File: config.mk
export PLATFORM = sky130hd
export DESIGN_NAME = pdspc_top
export DESIGN_NICKNAME = d
export VERILOG_FILES = /design/src/pdspc_pkg.sv /design/src/pdspc_sel_if.sv /design/src/pdspc_vsel.sv /design/src/pdspc_top.sv
export VERILOG_INCLUDE_DIRS = /design/src
export SDC_FILE = /design/constraint.sdc
export NUM_CORES = 1
export LEC_CHECK = 0
export ABC_AREA = 1
export BUFFER_PORTS_ARGS = -buffer_cell sky130_fd_sc_hd__buf_2
export CORE_MARGIN = 8
export CORE_UTILIZATION = 55
export CTS_CLUSTER_SIZE = 24
export DETAILED_ROUTE_END_ITERATION = 8
export PLACE_DENSITY = 0.87
export SYNTH_ARGS = -nofsm -noshare
export SYNTH_HDL_FRONTEND = slang
export SYNTH_HIERARCHICAL = 1
export SYNTH_SLANG_ARGS = --single-unit
export TNS_END_PERCENT = 10
File: constraint.sdc
create_clock -name sys_clk -period 23.1 [get_ports sys_clk]
set_clock_uncertainty 0.05 [all_clocks]
set_input_delay 2.31 -clock sys_clk [delete_from_list [all_inputs] [get_ports sys_clk]]
set_output_delay 2.31 -clock sys_clk [all_outputs]
set_load 0.01 [all_outputs]
File: src/pdspc_defs.svh
// offsets, field positions, reset values and timing counts of the power control block
`ifndef PDSPC_DEFS_SVH
`define PDSPC_DEFS_SVH
// clock rate and the supply-off hold time after a fault
`define PDSPC_CLK_MHZ 200
`define PDSPC_OFF_TIME_US 1000
`define PDSPC_OFF_CYC (`PDSPC_OFF_TIME_US * `PDSPC_CLK_MHZ)
// overvoltage trip and discharge stop, percent of the selected voltage
`define PDSPC_OVP_PCT 8'h6e
`define PDSPC_DISCH_PCT 8'h6e
// register byte offsets
`define PDSPC_ADR_CTRL 4'h0
`define PDSPC_ADR_STATE 4'h4
`define PDSPC_ADR_ISTAT 4'h8
`define PDSPC_ADR_IMASK 4'hc
// control fields
`define PDSPC_CTRL_GO 0
`define PDSPC_CTRL_DROP 1
`define PDSPC_CTRL_IDX_LSB 4
// state register fields
`define PDSPC_ST_IDX_LSB 4
`define PDSPC_ST_DISCH 8
`define PDSPC_ST_PROF_LSB 12
// event bits, shared by status and mask
`define PDSPC_EV_PLUG 0
`define PDSPC_EV_OVP 1
`define PDSPC_EV_SYSF 2
`define PDSPC_EV_DISCH 3
`define PDSPC_EV_BADREQ 4
`define PDSPC_EV_RENEG 5
`define PDSPC_NEV 6
`define PDSPC_IMASK_RST 6'h00
// supported voltages in mV, slot 0 lowest, 0 marks a reserved slot
`define PDSPC_PROF0 {16'h4e20, 16'h2ee0, 16'h2328, 16'h1388}
`define PDSPC_PROF1 {16'h0000, 16'h4e20, 16'h2328, 16'h1388}
`define PDSPC_PROF2 {16'h0000, 16'h4e20, 16'h2ee0, 16'h1388}
`define PDSPC_PROF3 {16'h4e20, 16'h3a98, 16'h2328, 16'h1388}
`endif

File: src/pdspc_pkg.sv
// types of the power control block
`default_nettype none
package pdspc_pkg;
  // one-hot states of the supply sequencer
  typedef enum logic [3:0] {
    st_wait = 4'h1,
    st_safe = 4'h2,
    st_contract = 4'h4,
    st_off = 4'h8
  } pdspc_state_e;
  // a bus voltage in mV
  typedef logic [15:0] pdspc_mv_t;
endpackage
`default_nettype wire

File: src/pdspc_sel_if.sv
// interface between the sequencer and the voltage select encoder
`timescale 1ns/10ps
`default_nettype none
interface pdspc_sel_if;
  import pdspc_pkg::*;
  logic [1:0] profile; // latched profile
  logic [1:0] idx; // selected voltage slot
  logic [2:0] count; // voltages in this profile
  pdspc_mv_t target_mv; // voltage of the selected slot
  logic [3:0] lines_n; // one-per-voltage lines, active low
  modport enc (input profile, idx, output count, target_mv, lines_n);
  modport user (output profile, idx, input count, target_mv, lines_n);
endinterface
`default_nettype wire

File: src/pdspc_vsel.sv
// voltage select encoder: profile table, slot count, select lines
`timescale 1ns/10ps
`default_nettype none
`include "pdspc_defs.svh"
module pdspc_vsel
  import pdspc_pkg::*;
(
  pdspc_sel_if.enc sel
);
  // table row of one profile, four slots of 16 bits
  function automatic logic [63:0] prof_row(input logic [1:0] p);
    logic [63:0] row;
    row = `PDSPC_PROF0;
    unique case (p)
      2'h0: row = `PDSPC_PROF0;
      2'h1: row = `PDSPC_PROF1;
      2'h2: row = `PDSPC_PROF2;
      2'h3: row = `PDSPC_PROF3;
    endcase
    return row;
  endfunction

  // the profile alone fixes which voltages the codes map to
  always_comb begin
    logic [63:0] row;
    row = prof_row(sel.profile);
    // reserved slots carry a zero voltage
    sel.count = (row[63:48] == 16'h0000) ? 3'h3 : 3'h4;
    sel.target_mv = row[sel.idx*16 +: 16];
    // one line per slot, ascending order, low on the selected one
    sel.lines_n = ~(4'h1 << sel.idx);
  end
endmodule
`default_nettype wire

File: src/pdspc_top.sv
// power path control of a power delivery source
//
// Decided for this implementation: the address-and-strobe port and the placing of the registers.
`timescale 1ns/10ps
`default_nettype none
`include "pdspc_defs.svh"
// Operation
// - supply enable low while supplying vbus
// - low plug detect starts supply, idles high
// - fault output asserted on supply exception
// - binary code ascends, code zero lowest
// - reserved binary codes never driven
// - one active-low line per voltage
// - lines beyond voltage count never asserted
// - overvoltage when bus exceeds selection by 10% (check rests while a discharge is in progress)
// - discharge on every step down
// - discharge stops at fraction of destination
// - charger emulation on at safe 5V
// - charger emulation off under any contract
// - profile pins fix voltage mapping
// - fault cycles supply off, on, renegotiate
module pdspc_top
  import pdspc_pkg::*;
#(
  parameter int unsigned OFF_CYCLES = `PDSPC_OFF_CYC
) (
  input wire logic sys_clk,
  input wire logic arst_n,
  input wire logic [3:0] reg_addr,
  input wire logic [31:0] reg_wdata,
  input wire logic reg_wr,
  input wire logic reg_rd,
  output logic [31:0] reg_rdata,
  output logic irq,
  input wire logic plug_detect_n,
  input wire logic system_fault_in,
  input wire logic profile_select_0,
  input wire logic profile_select_1,
  input wire logic [15:0] mon_mv,
  input wire logic mon_valid,
  output logic supply_enable_n,
  output logic volt_code_bit0,
  output logic volt_code_bit1,
  output logic volt_line0_n,
  output logic volt_line1_n,
  output logic volt_line2_n,
  output logic volt_line3_n,
  output logic bus_discharge_enable,
  output logic charger_emulation_enable,
  output logic fault_n_o,
  output logic fault_n_oe
);
  // percentage of a voltage, wide enough for 16 x 8 bits
  function automatic logic [23:0] mv_scale(input pdspc_mv_t mv,
                                           input logic [7:0] pct);
    return ({8'h00, mv} * {16'h0000, pct}) / 24'h000064;
  endfunction

  // pin synchronisers: plug, system fault, two profile pins
  logic [3:0] sync_a_r; // first stage, read only by sync_b_r
  logic [3:0] sync_b_r; // second stage
  logic plug_s; // low while a plug is detected
  logic sysf_s; // system fault level
  pdspc_state_e state_r; // sequencer state
  logic [1:0] profile_r; // profile latched while idle
  logic [1:0] idx_r; // selected voltage slot
  logic [31:0] off_cnt_r; // supply-off hold countdown
  logic disch_r; // discharge in progress
  logic [`PDSPC_NEV-1:0] istat_r; // sticky events
  logic [`PDSPC_NEV-1:0] imask_r; // event enables
  logic [`PDSPC_NEV-1:0] ev; // events this cycle
  logic irq_r;
  logic [31:0] rdata_r;
  logic en_n_r;
  logic [1:0] code_r;
  logic [3:0] lines_r;
  logic chg_r;
  logic fault_oe_r;

  // encoder shared by selection, overvoltage and discharge
  pdspc_sel_if sel_if();
  assign sel_if.profile = profile_r;
  assign sel_if.idx = idx_r;
  pdspc_vsel u_vsel (
    .sel(sel_if.enc)
  );

  // plug idles high so its stages reset high
  always_ff @(posedge sys_clk or negedge arst_n) begin
    if (!arst_n) begin
      sync_a_r <= 4'h1;
      sync_b_r <= 4'h1;
    end else begin
      sync_a_r <= {profile_select_1, profile_select_0,
                   system_fault_in, plug_detect_n};
      sync_b_r <= sync_a_r;
    end
  end
  assign plug_s = sync_b_r[0];
  assign sysf_s = sync_b_r[1];

  // request decode from the control register
  logic wr_ctrl;
  logic [1:0] req_idx;
  logic live; // supply is up
  logic req_ok; // accepted contract request
  logic bad_req; // request out of range or while down
  logic drop; // contract dropped back to safe level
  logic lower; // new slot below the current one
  logic ovp_hit;
  logic stop_hit;
  logic fault_go;
  logic off_done;
  always_comb begin
    wr_ctrl = reg_wr && (reg_addr == `PDSPC_ADR_CTRL);
    req_idx = reg_wdata[`PDSPC_CTRL_IDX_LSB +: 2];
    live = (state_r == st_safe) || (state_r == st_contract);
    // codes at or beyond the count are reserved
    req_ok = wr_ctrl && reg_wdata[`PDSPC_CTRL_GO] && live &&
             ({1'b0, req_idx} < sel_if.count);
    bad_req = wr_ctrl && reg_wdata[`PDSPC_CTRL_GO] && !req_ok;
    drop = wr_ctrl && reg_wdata[`PDSPC_CTRL_DROP] &&
           !reg_wdata[`PDSPC_CTRL_GO] && (state_r == st_contract);
    lower = (req_ok && (req_idx < idx_r)) ||
            (drop && (idx_r != 2'h0));
    // overvoltage against the selected slot; a step down is expected
    // to sit high until discharged, so the check rests meanwhile
    ovp_hit = live && mon_valid && !disch_r &&
              ({8'h00, mon_mv} >
               mv_scale(sel_if.target_mv, `PDSPC_OVP_PCT));
    stop_hit = disch_r && mon_valid &&
               ({8'h00, mon_mv} <=
                mv_scale(sel_if.target_mv, `PDSPC_DISCH_PCT));
    fault_go = live && (ovp_hit || sysf_s);
    off_done = (state_r == st_off) && (off_cnt_r == 32'h0);
  end

  // sequencer: wait for plug, safe level, contract, supply off
  always_ff @(posedge sys_clk or negedge arst_n) begin
    if (!arst_n) begin
      state_r <= st_wait;
    end else begin
      unique case (state_r)
        st_wait: begin
          if (!plug_s) begin
            state_r <= st_safe;
          end
        end
        st_safe: begin
          if (fault_go) begin
            state_r <= st_off;
          end else if (plug_s) begin
            state_r <= st_wait;
          end else if (req_ok) begin
            state_r <= st_contract;
          end
        end
        st_contract: begin
          if (fault_go) begin
            state_r <= st_off;
          end else if (plug_s) begin
            state_r <= st_wait;
          end else if (drop) begin
            state_r <= st_safe;
          end
        end
        st_off: begin
          // supply back on and negotiation restarts; a fault that is
          // still present sends it round again
          if (off_done) begin
            state_r <= st_safe;
          end
        end
      endcase
    end
  end

  // supply-off hold time
  always_ff @(posedge sys_clk or negedge arst_n) begin
    if (!arst_n) begin
      off_cnt_r <= 32'h0;
    end else if (fault_go) begin
      off_cnt_r <= 32'(OFF_CYCLES - 1);
    end else if (off_cnt_r != 32'h0) begin
      off_cnt_r <= off_cnt_r - 32'h1;
    end
  end

  // profile only follows the pins while no plug is served
  always_ff @(posedge sys_clk or negedge arst_n) begin
    if (!arst_n) begin
      profile_r <= 2'h0;
    end else if (state_r == st_wait) begin
      profile_r <= sync_b_r[3:2];
    end
  end

  // selected slot: lowest after any loss of contract
  always_ff @(posedge sys_clk or negedge arst_n) begin
    if (!arst_n) begin
      idx_r <= 2'h0;
    end else if (fault_go || !live) begin
      idx_r <= 2'h0;
    end else if (req_ok) begin
      idx_r <= req_idx;
    end else if (drop) begin
      idx_r <= 2'h0;
    end
  end

  // discharge from each step down until the fraction is reached
  always_ff @(posedge sys_clk or negedge arst_n) begin
    if (!arst_n) begin
      disch_r <= 1'b0;
    end else if (lower) begin
      disch_r <= 1'b1;
    end else if (stop_hit || state_r == st_wait) begin
      disch_r <= 1'b0;
    end
  end

  // events; a set in the cycle of its clear survives
  always_comb begin
    ev = '0;
    ev[`PDSPC_EV_PLUG] = (state_r == st_wait) && !plug_s;
    ev[`PDSPC_EV_OVP] = ovp_hit;
    ev[`PDSPC_EV_SYSF] = live && sysf_s;
    ev[`PDSPC_EV_DISCH] = stop_hit;
    ev[`PDSPC_EV_BADREQ] = bad_req;
    ev[`PDSPC_EV_RENEG] = off_done;
  end
  always_ff @(posedge sys_clk or negedge arst_n) begin
    if (!arst_n) begin
      istat_r <= '0;
    end else if (reg_wr && reg_addr == `PDSPC_ADR_ISTAT) begin
      istat_r <= (istat_r & ~reg_wdata[`PDSPC_NEV-1:0]) | ev;
    end else begin
      istat_r <= istat_r | ev;
    end
  end

  // mask register
  always_ff @(posedge sys_clk or negedge arst_n) begin
    if (!arst_n) begin
      imask_r <= `PDSPC_IMASK_RST;
    end else if (reg_wr && reg_addr == `PDSPC_ADR_IMASK) begin
      imask_r <= reg_wdata[`PDSPC_NEV-1:0];
    end
  end

  // level interrupt, one cycle behind the status
  always_ff @(posedge sys_clk or negedge arst_n) begin
    if (!arst_n) begin
      irq_r <= 1'b0;
    end else begin
      irq_r <= |(istat_r & imask_r);
    end
  end

  // read data stand only in the cycle after the strobe
  always_ff @(posedge sys_clk or negedge arst_n) begin
    if (!arst_n) begin
      rdata_r <= 32'h0;
    end else if (reg_rd) begin
      rdata_r <= 32'h0;
      unique case (reg_addr)
        `PDSPC_ADR_CTRL: begin
          rdata_r[`PDSPC_CTRL_IDX_LSB +: 2] <= idx_r;
        end
        `PDSPC_ADR_STATE: begin
          rdata_r[3:0] <= state_r;
          rdata_r[`PDSPC_ST_IDX_LSB +: 2] <= idx_r;
          rdata_r[`PDSPC_ST_DISCH] <= disch_r;
          rdata_r[`PDSPC_ST_PROF_LSB +: 2] <= profile_r;
        end
        `PDSPC_ADR_ISTAT: begin
          rdata_r[`PDSPC_NEV-1:0] <= istat_r;
        end
        `PDSPC_ADR_IMASK: begin
          rdata_r[`PDSPC_NEV-1:0] <= imask_r;
        end
        default: begin
          rdata_r <= 32'h0; // unmapped reads as zero
        end
      endcase
    end else begin
      rdata_r <= 32'h0;
    end
  end

  // pin registers, one cycle behind the sequencer
  always_ff @(posedge sys_clk or negedge arst_n) begin
    if (!arst_n) begin
      en_n_r <= 1'b1;
      code_r <= 2'h0;
      lines_r <= 4'he;
      chg_r <= 1'b0;
    end else begin
      en_n_r <= !live;
      code_r <= idx_r;
      lines_r <= sel_if.lines_n;
      chg_r <= (state_r == st_safe);
    end
  end

  // fault pin from detection until the restart begins
  always_ff @(posedge sys_clk or negedge arst_n) begin
    if (!arst_n) begin
      fault_oe_r <= 1'b0;
    end else begin
      fault_oe_r <= fault_go ||
                    (state_r == st_off && !off_done);
    end
  end

  assign reg_rdata = rdata_r;
  assign irq = irq_r;
  assign supply_enable_n = en_n_r;
  assign volt_code_bit0 = code_r[0];
  assign volt_code_bit1 = code_r[1];
  assign volt_line0_n = lines_r[0];
  assign volt_line1_n = lines_r[1];
  assign volt_line2_n = lines_r[2];
  assign volt_line3_n = lines_r[3];
  assign bus_discharge_enable = disch_r;
  assign charger_emulation_enable = chg_r;
  assign fault_n_o = 1'b0; // open drain only ever pulls low
  assign fault_n_oe = fault_oe_r;
endmodule
`default_nettype wire

==> Implementation_results.wiki, run 1 <==
{| class="wikitable"
! Metric !! Value
|-
| Result of the run || finished clean
|-
| Final Routed Wirelength || between 20 and 25 mm
|-
| Worst Setup End Kind || flip-flop
|-
| Effective utilization at floorplan || 56.1%
|-
| Number of buffers and inverters on the critical path || 14
|-
| Aggregate global routing overflow || 0
|-
| Combined area of all synthesized cells || 0.00971 sq mm
|-
| Routed wirelength normalized by instance count || approximately 12 um
|-
| HPWL after DPL || between 15 and 20 mm
|-
| Average size of a mapped cell || between 6 and 7 sq um
|-
| Die boundary width || about 150 um
|-
| Final hold violation count || 0
|-
| Number of flops mapped to enable cells by yosys || 0
|-
| Warning count from the yosys run || 6
|-
| Via total after detailed routing || 8732
|-
| CTS Hold Buffers Added || 0
|-
| Standard-cell row count || 48
|-
| Clock slew at the register clock pins of the worst setup and hold paths || approximately 0.070 ns
|-
| Final setup fails || 0
|-
| Synthesized instance count || ~1.4k
|-
| Number of antenna violations at the first check in global routing || 0
|-
| Yosys reg bits || 80
|-
| Crit Path Category || reg2reg
|-
| Final setup TNS || 0 ns
|-
| Floorplan Core Area || roughly 0.017 sq mm
|-
| I/O pin total || roughly 110
|-
| CTS Root Cell || sky130_fd_sc_hd__clkbuf_16
|-
| Number of diodes || 0
|-
| Placer's final routability congestion estimate || slightly above 0.9
|-
| Final antenna-violating net count || 0
|-
| Post-CTS setup buffer count || 0
|-
| Area occupied by multi-input gates || 0.00644 sq mm
|-
| Kind of start point of the critical path || flip-flop
|-
| Most frequently used cell type in the post-synthesis netlist || sky130_fd_sc_hd__nand2_1
|-
| Critical path depth in cells || 107
|-
| Post-synthesis async set-or-reset flop share || 100%
|-
| Via density per instance || 5.16
|-
| Cells taking the most area after synthesis || sky130_fd_sc_hd__dfrtp_1 (19%), sky130_fd_sc_hd__nand2_1 (12%), sky130_fd_sc_hd__inv_1 (10%)
|-
| Share of layout cells above drive strength 1 || between 10% and 20%
|-
| Dominant register cell in the synthesized netlist || sky130_fd_sc_hd__dfrtp_1
|-
| Critical path required time || 23.33 ns
|-
| Clock network latency to the later pin of the worst-skew pair || between 0.3 and 0.4 ns
|-
| Crit-path max FO || 26
|-
| Number of max-slew violations in the final report || 0
|-
| Crit path max-delay cell type || sky130_fd_sc_hd__fa_1
|-
| Die Span Y || 149 um
|-
| Total clock buffers created by CTS || 9
|-
| Floorplan die area || around 0.022 sq mm
|-
| First-pass GRT wire length || roughly 37 mm
|-
| Final nets || 1632
|-
| Total routing resource utilization after global routing || ~19%
|-
| Number of global-route vias before repair || approximately 8.6k
|-
| CP peak stage delay || 0.54 ns
|-
| Class of the most critical hold timing path || reg2reg
|-
| Cell repeated most along the worst path || sky130_fd_sc_hd__nand2_1
|-
| Length in cells of the worst reg-to-reg path || 107
|-
| H-tree depth || 3
|-
| DRC || 0
|-
| Max Clock Freq || ~0.065 GHz
|-
| Total of fill cells in the finished design || 1517
|-
| Top cells by count, synth || sky130_fd_sc_hd__nand2_1 (316), sky130_fd_sc_hd__inv_1 (265), sky130_fd_sc_hd__nor2_1 (119)
|-
| Slew at the pin closest to its max-slew limit || ~0.98 ns
|-
| Top-area cell type share of the netlist area || 18.8%
|-
| Number of resized instances in the post-cts repair step || 0
|-
| Buffers on Ports || 54
|-
| Maximum capacitance violations || 0
|-
| Unrepaired setup endpoints after global routing || false
|-
| Arrival time reported for the critical path endpoint || between 15 and 20 ns
|-
| Area taken by flip-flops and latches || slightly above 0.002 sq mm
|-
| Clock sink count || 80
|-
| Dominant delay contributor by cell family on the critical path || simple AND/OR/NAND/NOR gates
|-
| Area growth, synth to finish || 7.55%
|-
| Maximum number of pins on one net before global-route repair || between 80 and 90
|-
| Clock tree from TritonCTS || yes
|-
| Distinct cells, synth || a little under 60
|-
| Number of DRC markers after the initial detailed-route iteration || about 450
|-
| Max_slew headroom || a little over a third
|-
| Pre-antenna DRT Iters || 5
|-
| Ratio of final minimum period to clock period || between 60% and 70%
|-
| Number of cells on the worst hold path || 0
|-
| Share of synthesized area occupied by flip-flops and latches || roughly a fifth
|-
| Minimum clock period after layout || 15.32 ns
|-
| Max clock buf depth || 2
|-
| Area leader, netlist || sky130_fd_sc_hd__dfrtp_1
|}
-- cell families after synthesis --
logic type	share of synthesized area, %
DFF	20.7
and+or+nand+nor	36.5
AOI/OAI and AO/OA	7.58
xor gates and xnor gates	4.24
buffers and inverters	14.0
adders and majority gates	16.9
other	0.0773
-- state kept, by name, summed over array words and instances, names as in the netlist, 2 cells and up --
signal     count
state_r        4
istat_r        6
code_r         2
profile_r      2
reg_rdata      9
lines_r        4
off_cnt_r     32
sync_a_r       4
imask_r        6
idx_r          2
sync_b_r       4
-- per-layer routing --
layer / vias up / track usage (%) / routed length [um]
li1: 4479 / - / -
met1: 4033 / 22.9 / 8930
met2: 189 / 35.7 / 10500
met3: 31 / 2.37 / 902
met4: 0 / 6.36 / 387
met5: - / 0 / 0
-- cell type report --
cell class,instances,area share [%]
clock buffers,9,2.16
clock inverters,7,0.815
inverters,296,10.7
multi-input cells,1020,61.7
flip-flops and latches,80,19.3
well taps,225,2.70
repair buffers,56,2.76
-- layout by cell type, fill, tap and decap left out, types with 19 or more instances in the layout --
master / count
sky130_fd_sc_hd__inv_1: 265
sky130_fd_sc_hd__a21oi_1: 30
sky130_fd_sc_hd__nand4_1: 35
sky130_fd_sc_hd__o21ai_0: 44
sky130_fd_sc_hd__inv_2: 28
sky130_fd_sc_hd__fa_1: 39
sky130_fd_sc_hd__buf_2: 53
sky130_fd_sc_hd__xor2_1: 23
sky130_fd_sc_hd__nand2_1: 316
sky130_fd_sc_hd__nor3_1: 21
sky130_fd_sc_hd__ha_1: 69
sky130_fd_sc_hd__xnor2_1: 19
sky130_fd_sc_hd__nand3_1: 90
sky130_fd_sc_hd__dfrtp_1: 73
sky130_fd_sc_hd__nor2_1: 119
sky130_fd_sc_hd__nand2_2: 53
sky130_fd_sc_hd__conb_1: 28
-- final timing paths --
path	from	slack [ns]	endpoint
max in group asynchronous	arst_n	20.29	istat_r[4]$_DFF_PN0_
max	profile_r[0]$_DFFE_PN0N_	7.78	off_cnt_r[7]$_DFFE_PN0P_
min	sync_a_r[3]$_DFF_PN0_	0.31	sync_b_r[3]$_DFF_PN0_
min in group asynchronous	arst_n	2.05	off_cnt_r[26]$_DFFE_PN0P_
min reg2reg	sync_a_r[3]$_DFF_PN0_	0.31	sync_b_r[3]$_DFF_PN0_
max reg2reg	profile_r[0]$_DFFE_PN0N_	7.78	off_cnt_r[7]$_DFFE_PN0P_
-- through the flow --
| stage | setup slack [ns] | instances | hold slack [ns] | instance area [sq um] | util, % |
|---|---|---|---|---|---|
| after floorplan | 10.60 | 1430 | 0.281 | 9810 | - |
| after global placement | 8.51 | 1677 | 0.286 | 10100 | 58.6 |
| after detailed placement | 7.98 | 1677 | 0.296 | 10100 | 58.6 |
| after CTS | 7.91 | 1693 | 0.308 | 10400 | 60.4 |
| after global routing | 6.07 | 1693 | 0.314 | 10400 | 60.4 |
| final | 7.78 | 1693 | 0.308 | 10400 | 60.4 |
Power of run 1 is left out: the tool's default activity adds up to more than one toggle a clock period on the data nets, which glitch-free logic cannot reach.
==> inputs of run 2 (changes only) <==
--- a/config.mk
+++ b/config.mk
@@ -6,7 +6,7 @@
 export SDC_FILE = /design/constraint.sdc
 export NUM_CORES = 1
 export LEC_CHECK = 0
-export ABC_AREA = 1
+export ABC_AREA = 0
 export BUFFER_PORTS_ARGS = -buffer_cell sky130_fd_sc_hd__buf_2
 export CORE_MARGIN = 8
 export CORE_UTILIZATION = 55
==> constraint.sdc (replaced) <==
create_clock -name sys_clk -period 15.34 [get_ports sys_clk]
set_clock_uncertainty 0.05 [all_clocks]
set_input_delay 1.534 -clock sys_clk [delete_from_list [all_inputs] [get_ports sys_clk]]
set_output_delay 1.534 -clock sys_clk [all_outputs]
set_load 0.01 [all_outputs]
==> Implementation_results.wiki, run 2 <==
{| class="wikitable"
! Metric !! Value
|-
| Via density per instance || 6.90 (+34%)
|-
| Final hold violation count || 0 (unchanged)
|-
| Total clock buffers created by CTS || 9 (unchanged)
|-
| Class of the most critical hold timing path || reg2reg
|-
| Floorplan Core Area || 0.0193 sq mm (+12%)
|-
| Post-synthesis async set-or-reset flop share || 100% (unchanged)
|-
| I/O pin total || 105 (unchanged)
|-
| Number of DRC markers after the initial detailed-route iteration || 2050 (+350%)
|-
| Die boundary width || 156 um (+4.6%)
|-
| Maximum capacitance violations || 0 (unchanged)
|-
| Area leader, netlist || sky130_fd_sc_hd__dfrtp_1
|-
| Crit Path Category || reg2reg
|-
| Max Clock Freq || 0.0558 GHz (-15%)
|-
| Final antenna-violating net count || 0 (unchanged)
|-
| Aggregate global routing overflow || 0 (unchanged)
|-
| Effective utilization at floorplan || 55.5% (-0.61 points)
|-
| Kind of start point of the critical path || flip-flop
|-
| CTS Hold Buffers Added || 0 (unchanged)
|-
| Crit-path max FO || 7 (-73%)
|-
| Max clock buf depth || 2 (unchanged)
|-
| Cell repeated most along the worst path || sky130_fd_sc_hd__buf_4
|-
| Dominant register cell in the synthesized netlist || sky130_fd_sc_hd__dfrtp_1
|-
| Standard-cell row count || 51 (+6.3%)
|-
| Placer's final routability congestion estimate || 0.932 (+2.0%)
|-
| Buffers on Ports || 54 (unchanged)
|-
| Warning count from the yosys run || 6 (unchanged)
|-
| Number of flops mapped to enable cells by yosys || 0 (unchanged)
|-
| Clock sink count || 80 (unchanged)
|-
| Minimum clock period after layout || 17.92 ns (+2.60 ns)
|-
| Number of global-route vias before repair || 13.0k (+50%)
|-
| Clock slew at the register clock pins of the worst setup and hold paths || 0.06 ns (about the same)
|-
| Final Routed Wirelength || 47.6 mm (+130%)
|-
| Number of max-slew violations in the final report || 0 (unchanged)
|-
| Area occupied by multi-input gates || 0.00916 sq mm (+42%)
|-
| Leading cell type in the layout, fill and taps excluded || sky130_fd_sc_hd__buf_4
|-
| Distinct cells, synth || 124 (+110%)
|-
| DRC || 0 (unchanged)
|-
| HPWL after DPL || 27.2 mm (+60%)
|-
| Post-route setup slack || -2.58 ns (-10.36 ns)
|-
| Finished Core Util || 80.7% (+20 points)
|-
| Clock tree from TritonCTS || yes
|-
| Number of antenna violations at the first check in global routing || 3 (+3)
|-
| Area growth, synth to finish || 45.3%
|-
| Cells taking the most area after synthesis || sky130_fd_sc_hd__dfrtp_1 (17%), sky130_fd_sc_hd__ha_1 (8.0%), sky130_fd_sc_hd__fa_1 (7.3%)
|-
| Maximum number of pins on one net before global-route repair || 81 (unchanged)
|-
| Final setup fails || 42 (+42)
|-
| Unrepaired setup endpoints after global routing || true
|-
| Violated checks || setup timing
|-
| Cell Count Post-Placement || 1882 (+12%)
|-
| Critical path required time || 15.51 ns (-7.82 ns)
|-
| CTS Root Cell || sky130_fd_sc_hd__clkbuf_16
|-
| Max_slew headroom || 19.9% (-15 points)
|-
| Clock network latency to the later pin of the worst-skew pair || 0.35 ns (about the same)
|-
| Total of fill cells in the finished design || 1025 (-32%)
|-
| Yosys reg bits || 80 (unchanged)
|-
| Total routing resource utilization after global routing || 32.9% (+13 points)
|-
| Routed wirelength normalized by instance count || 24.0 um (+96%)
|-
| H-tree depth || 3 (unchanged)
|-
| Worst slack on hold paths || 0.312 ns (+0.00429 ns)
|-
| Ratio of final minimum period to clock period || 117% (+51 points)
|-
| CP peak stage delay || 0.72 ns (+0.18 ns)
|-
| Slew at the pin closest to its max-slew limit || 1.19 ns (+0.214 ns)
|-
| First-pass GRT wire length || 65.0 mm (+76%)
|-
| Highest-count cells in the layout ignoring fill and taps || sky130_fd_sc_hd__buf_4 (405), sky130_fd_sc_hd__nand2_1 (88), sky130_fd_sc_hd__nor2_1 (83), sky130_fd_sc_hd__inv_1 (82), sky130_fd_sc_hd__dfrtp_1 (72)
|-
| Average size of a mapped cell || 8.43 sq um (+22%)
|-
| Top cells by count, synth || sky130_fd_sc_hd__inv_1 (93), sky130_fd_sc_hd__nand2_1 (93), sky130_fd_sc_hd__nor2_1 (92)
|-
| Crit path max-delay cell type || sky130_fd_sc_hd__fa_1
|-
| Synthesized instance count || 1274 (-9.3%)
|-
| Top-area cell type share of the netlist area || 17.0% (-1.8 points)
|-
| Via total after detailed routing || 13.7k (+56%)
|-
| Area taken by flip-flops and latches || 0.00201 sq mm (about the same)
|-
| Final nets || 1877 (+15%)
|-
| Pre-antenna DRT Iters || 7 (+2)
|-
| Share of layout cells above drive strength 1 || 43.5% (+28 points)
|-
| Arrival time reported for the critical path endpoint || 18.09 ns (+2.54 ns)
|-
| Final cell count without fillers || 1979 (+17%)
|-
| Flip-flop count of the largest register after layout || 32 (unchanged)
|-
| Register containing the most flip-flops in the final layout || off_cnt_r
|-
| Share of synthesized area occupied by flip-flops and latches || 18.7% (-2.0 points)
|-
| Result of the run || finished with violations
|-
| Die Span Y || 156 um (+4.6%)
|-
| Worst Setup End Kind || flip-flop
|-
| Floorplan die area || 0.0242 sq mm (+9.4%)
|-
| Combined area of all synthesized cells || 0.0107 sq mm (+11%)
|}
==> run 2: cells by family after synthesis <==
kind of cell	share of synthesized area [%]
compound gates	28.2
xor+xnor	5.96
flops	18.7
simple gates	21.4
buf+inv	7.40
other cells	0.0699
fa+ha+maj	15.5
mux	2.68
==> run 2: per-layer routing <==
| metal | track usage (%) | share of wire [%] | vias up |
|---|---|---|---|
| met5 | 0 | 0.055 | - |
| met4 | 23.2 | 9.6 | 4 |
| met3 | 7.67 | 13 | 471 |
| met2 | 55.3 | 45 | 1284 |
| met1 | 36.2 | 33 | 6328 |
| li1 | - | - | 5568 |
==> run 2: area by class of cell <==
| type | count | area share (%) |
|---|---|---|
| Tap cell | 265 | 2.13 |
| Antenna cell | 1 | 0.0160 |
| Clock inverter | 5 | 0.361 |
| Clock buffer | 11 | 1.49 |
| Inverter | 95 | 2.32 |
| Timing Repair Buffer | 469 | 22.1 |
| Multi-Input combinational cell | 1053 | 58.7 |
| Sequential cell | 80 | 12.9 |
==> run 2: worst max-delay path, delay by kind of cell, from the launching register on <==
kind	cells	cell delay (ns)
AOI/OAI and AO/OA	35	7.84
and+or+nand+nor	23	3.52
buffers and inverters	18	2.75
adders and majority gates	6	2.34
xor gates and xnor gates	2	0.59
DFF	1	0.39
muxes	1	0.30
==> run 2: worst paths after layout <==
path / depth (start not counted) / start / endpoint / slack, ns
min: 0 / sync_a_r[3]$_DFF_PN0_ / sync_b_r[3]$_DFF_PN0_ / 0.31
min in group asynchronous: 1 / arst_n / code_r[0]$_DFF_PN0_ / 1.31
max: 85 / profile_r[0]$_DFFE_PN0N_ / off_cnt_r[11]$_DFFE_PN0P_ / -2.58
max in group asynchronous: 1 / arst_n / profile_r[1]$_DFFE_PN0N_ / 13.26
max reg2reg: 85 / profile_r[0]$_DFFE_PN0N_ / off_cnt_r[11]$_DFFE_PN0P_ / -2.58
min reg2reg: 0 / sync_a_r[3]$_DFF_PN0_ / sync_b_r[3]$_DFF_PN0_ / 0.31
==> run 2: per-stage QoR <==
stage / setup slack, ns / TNS [ns] / area (sq um)
6_report: -2.58 / -89.82 / 15600
4_1_cts: -0.947 / -26.86 / 14900
5_1_grt: -3.38 / -123.75 / 15600
2_1_floorplan: 0.00248 / 0 / 11100
3_3_place_gp: -0.967 / -28.87 / 13800
3_5_place_dp: -1.63 / -53.46 / 13800
==> run 2: timing repair <==
action	CTS	global route
cloned	1	0
setup buffers	36	43
gates resized for setup	116	76
pin swaps	56	62
endpoints found under the setup margin	42	42
Power of run 2 is left out for the same reason.
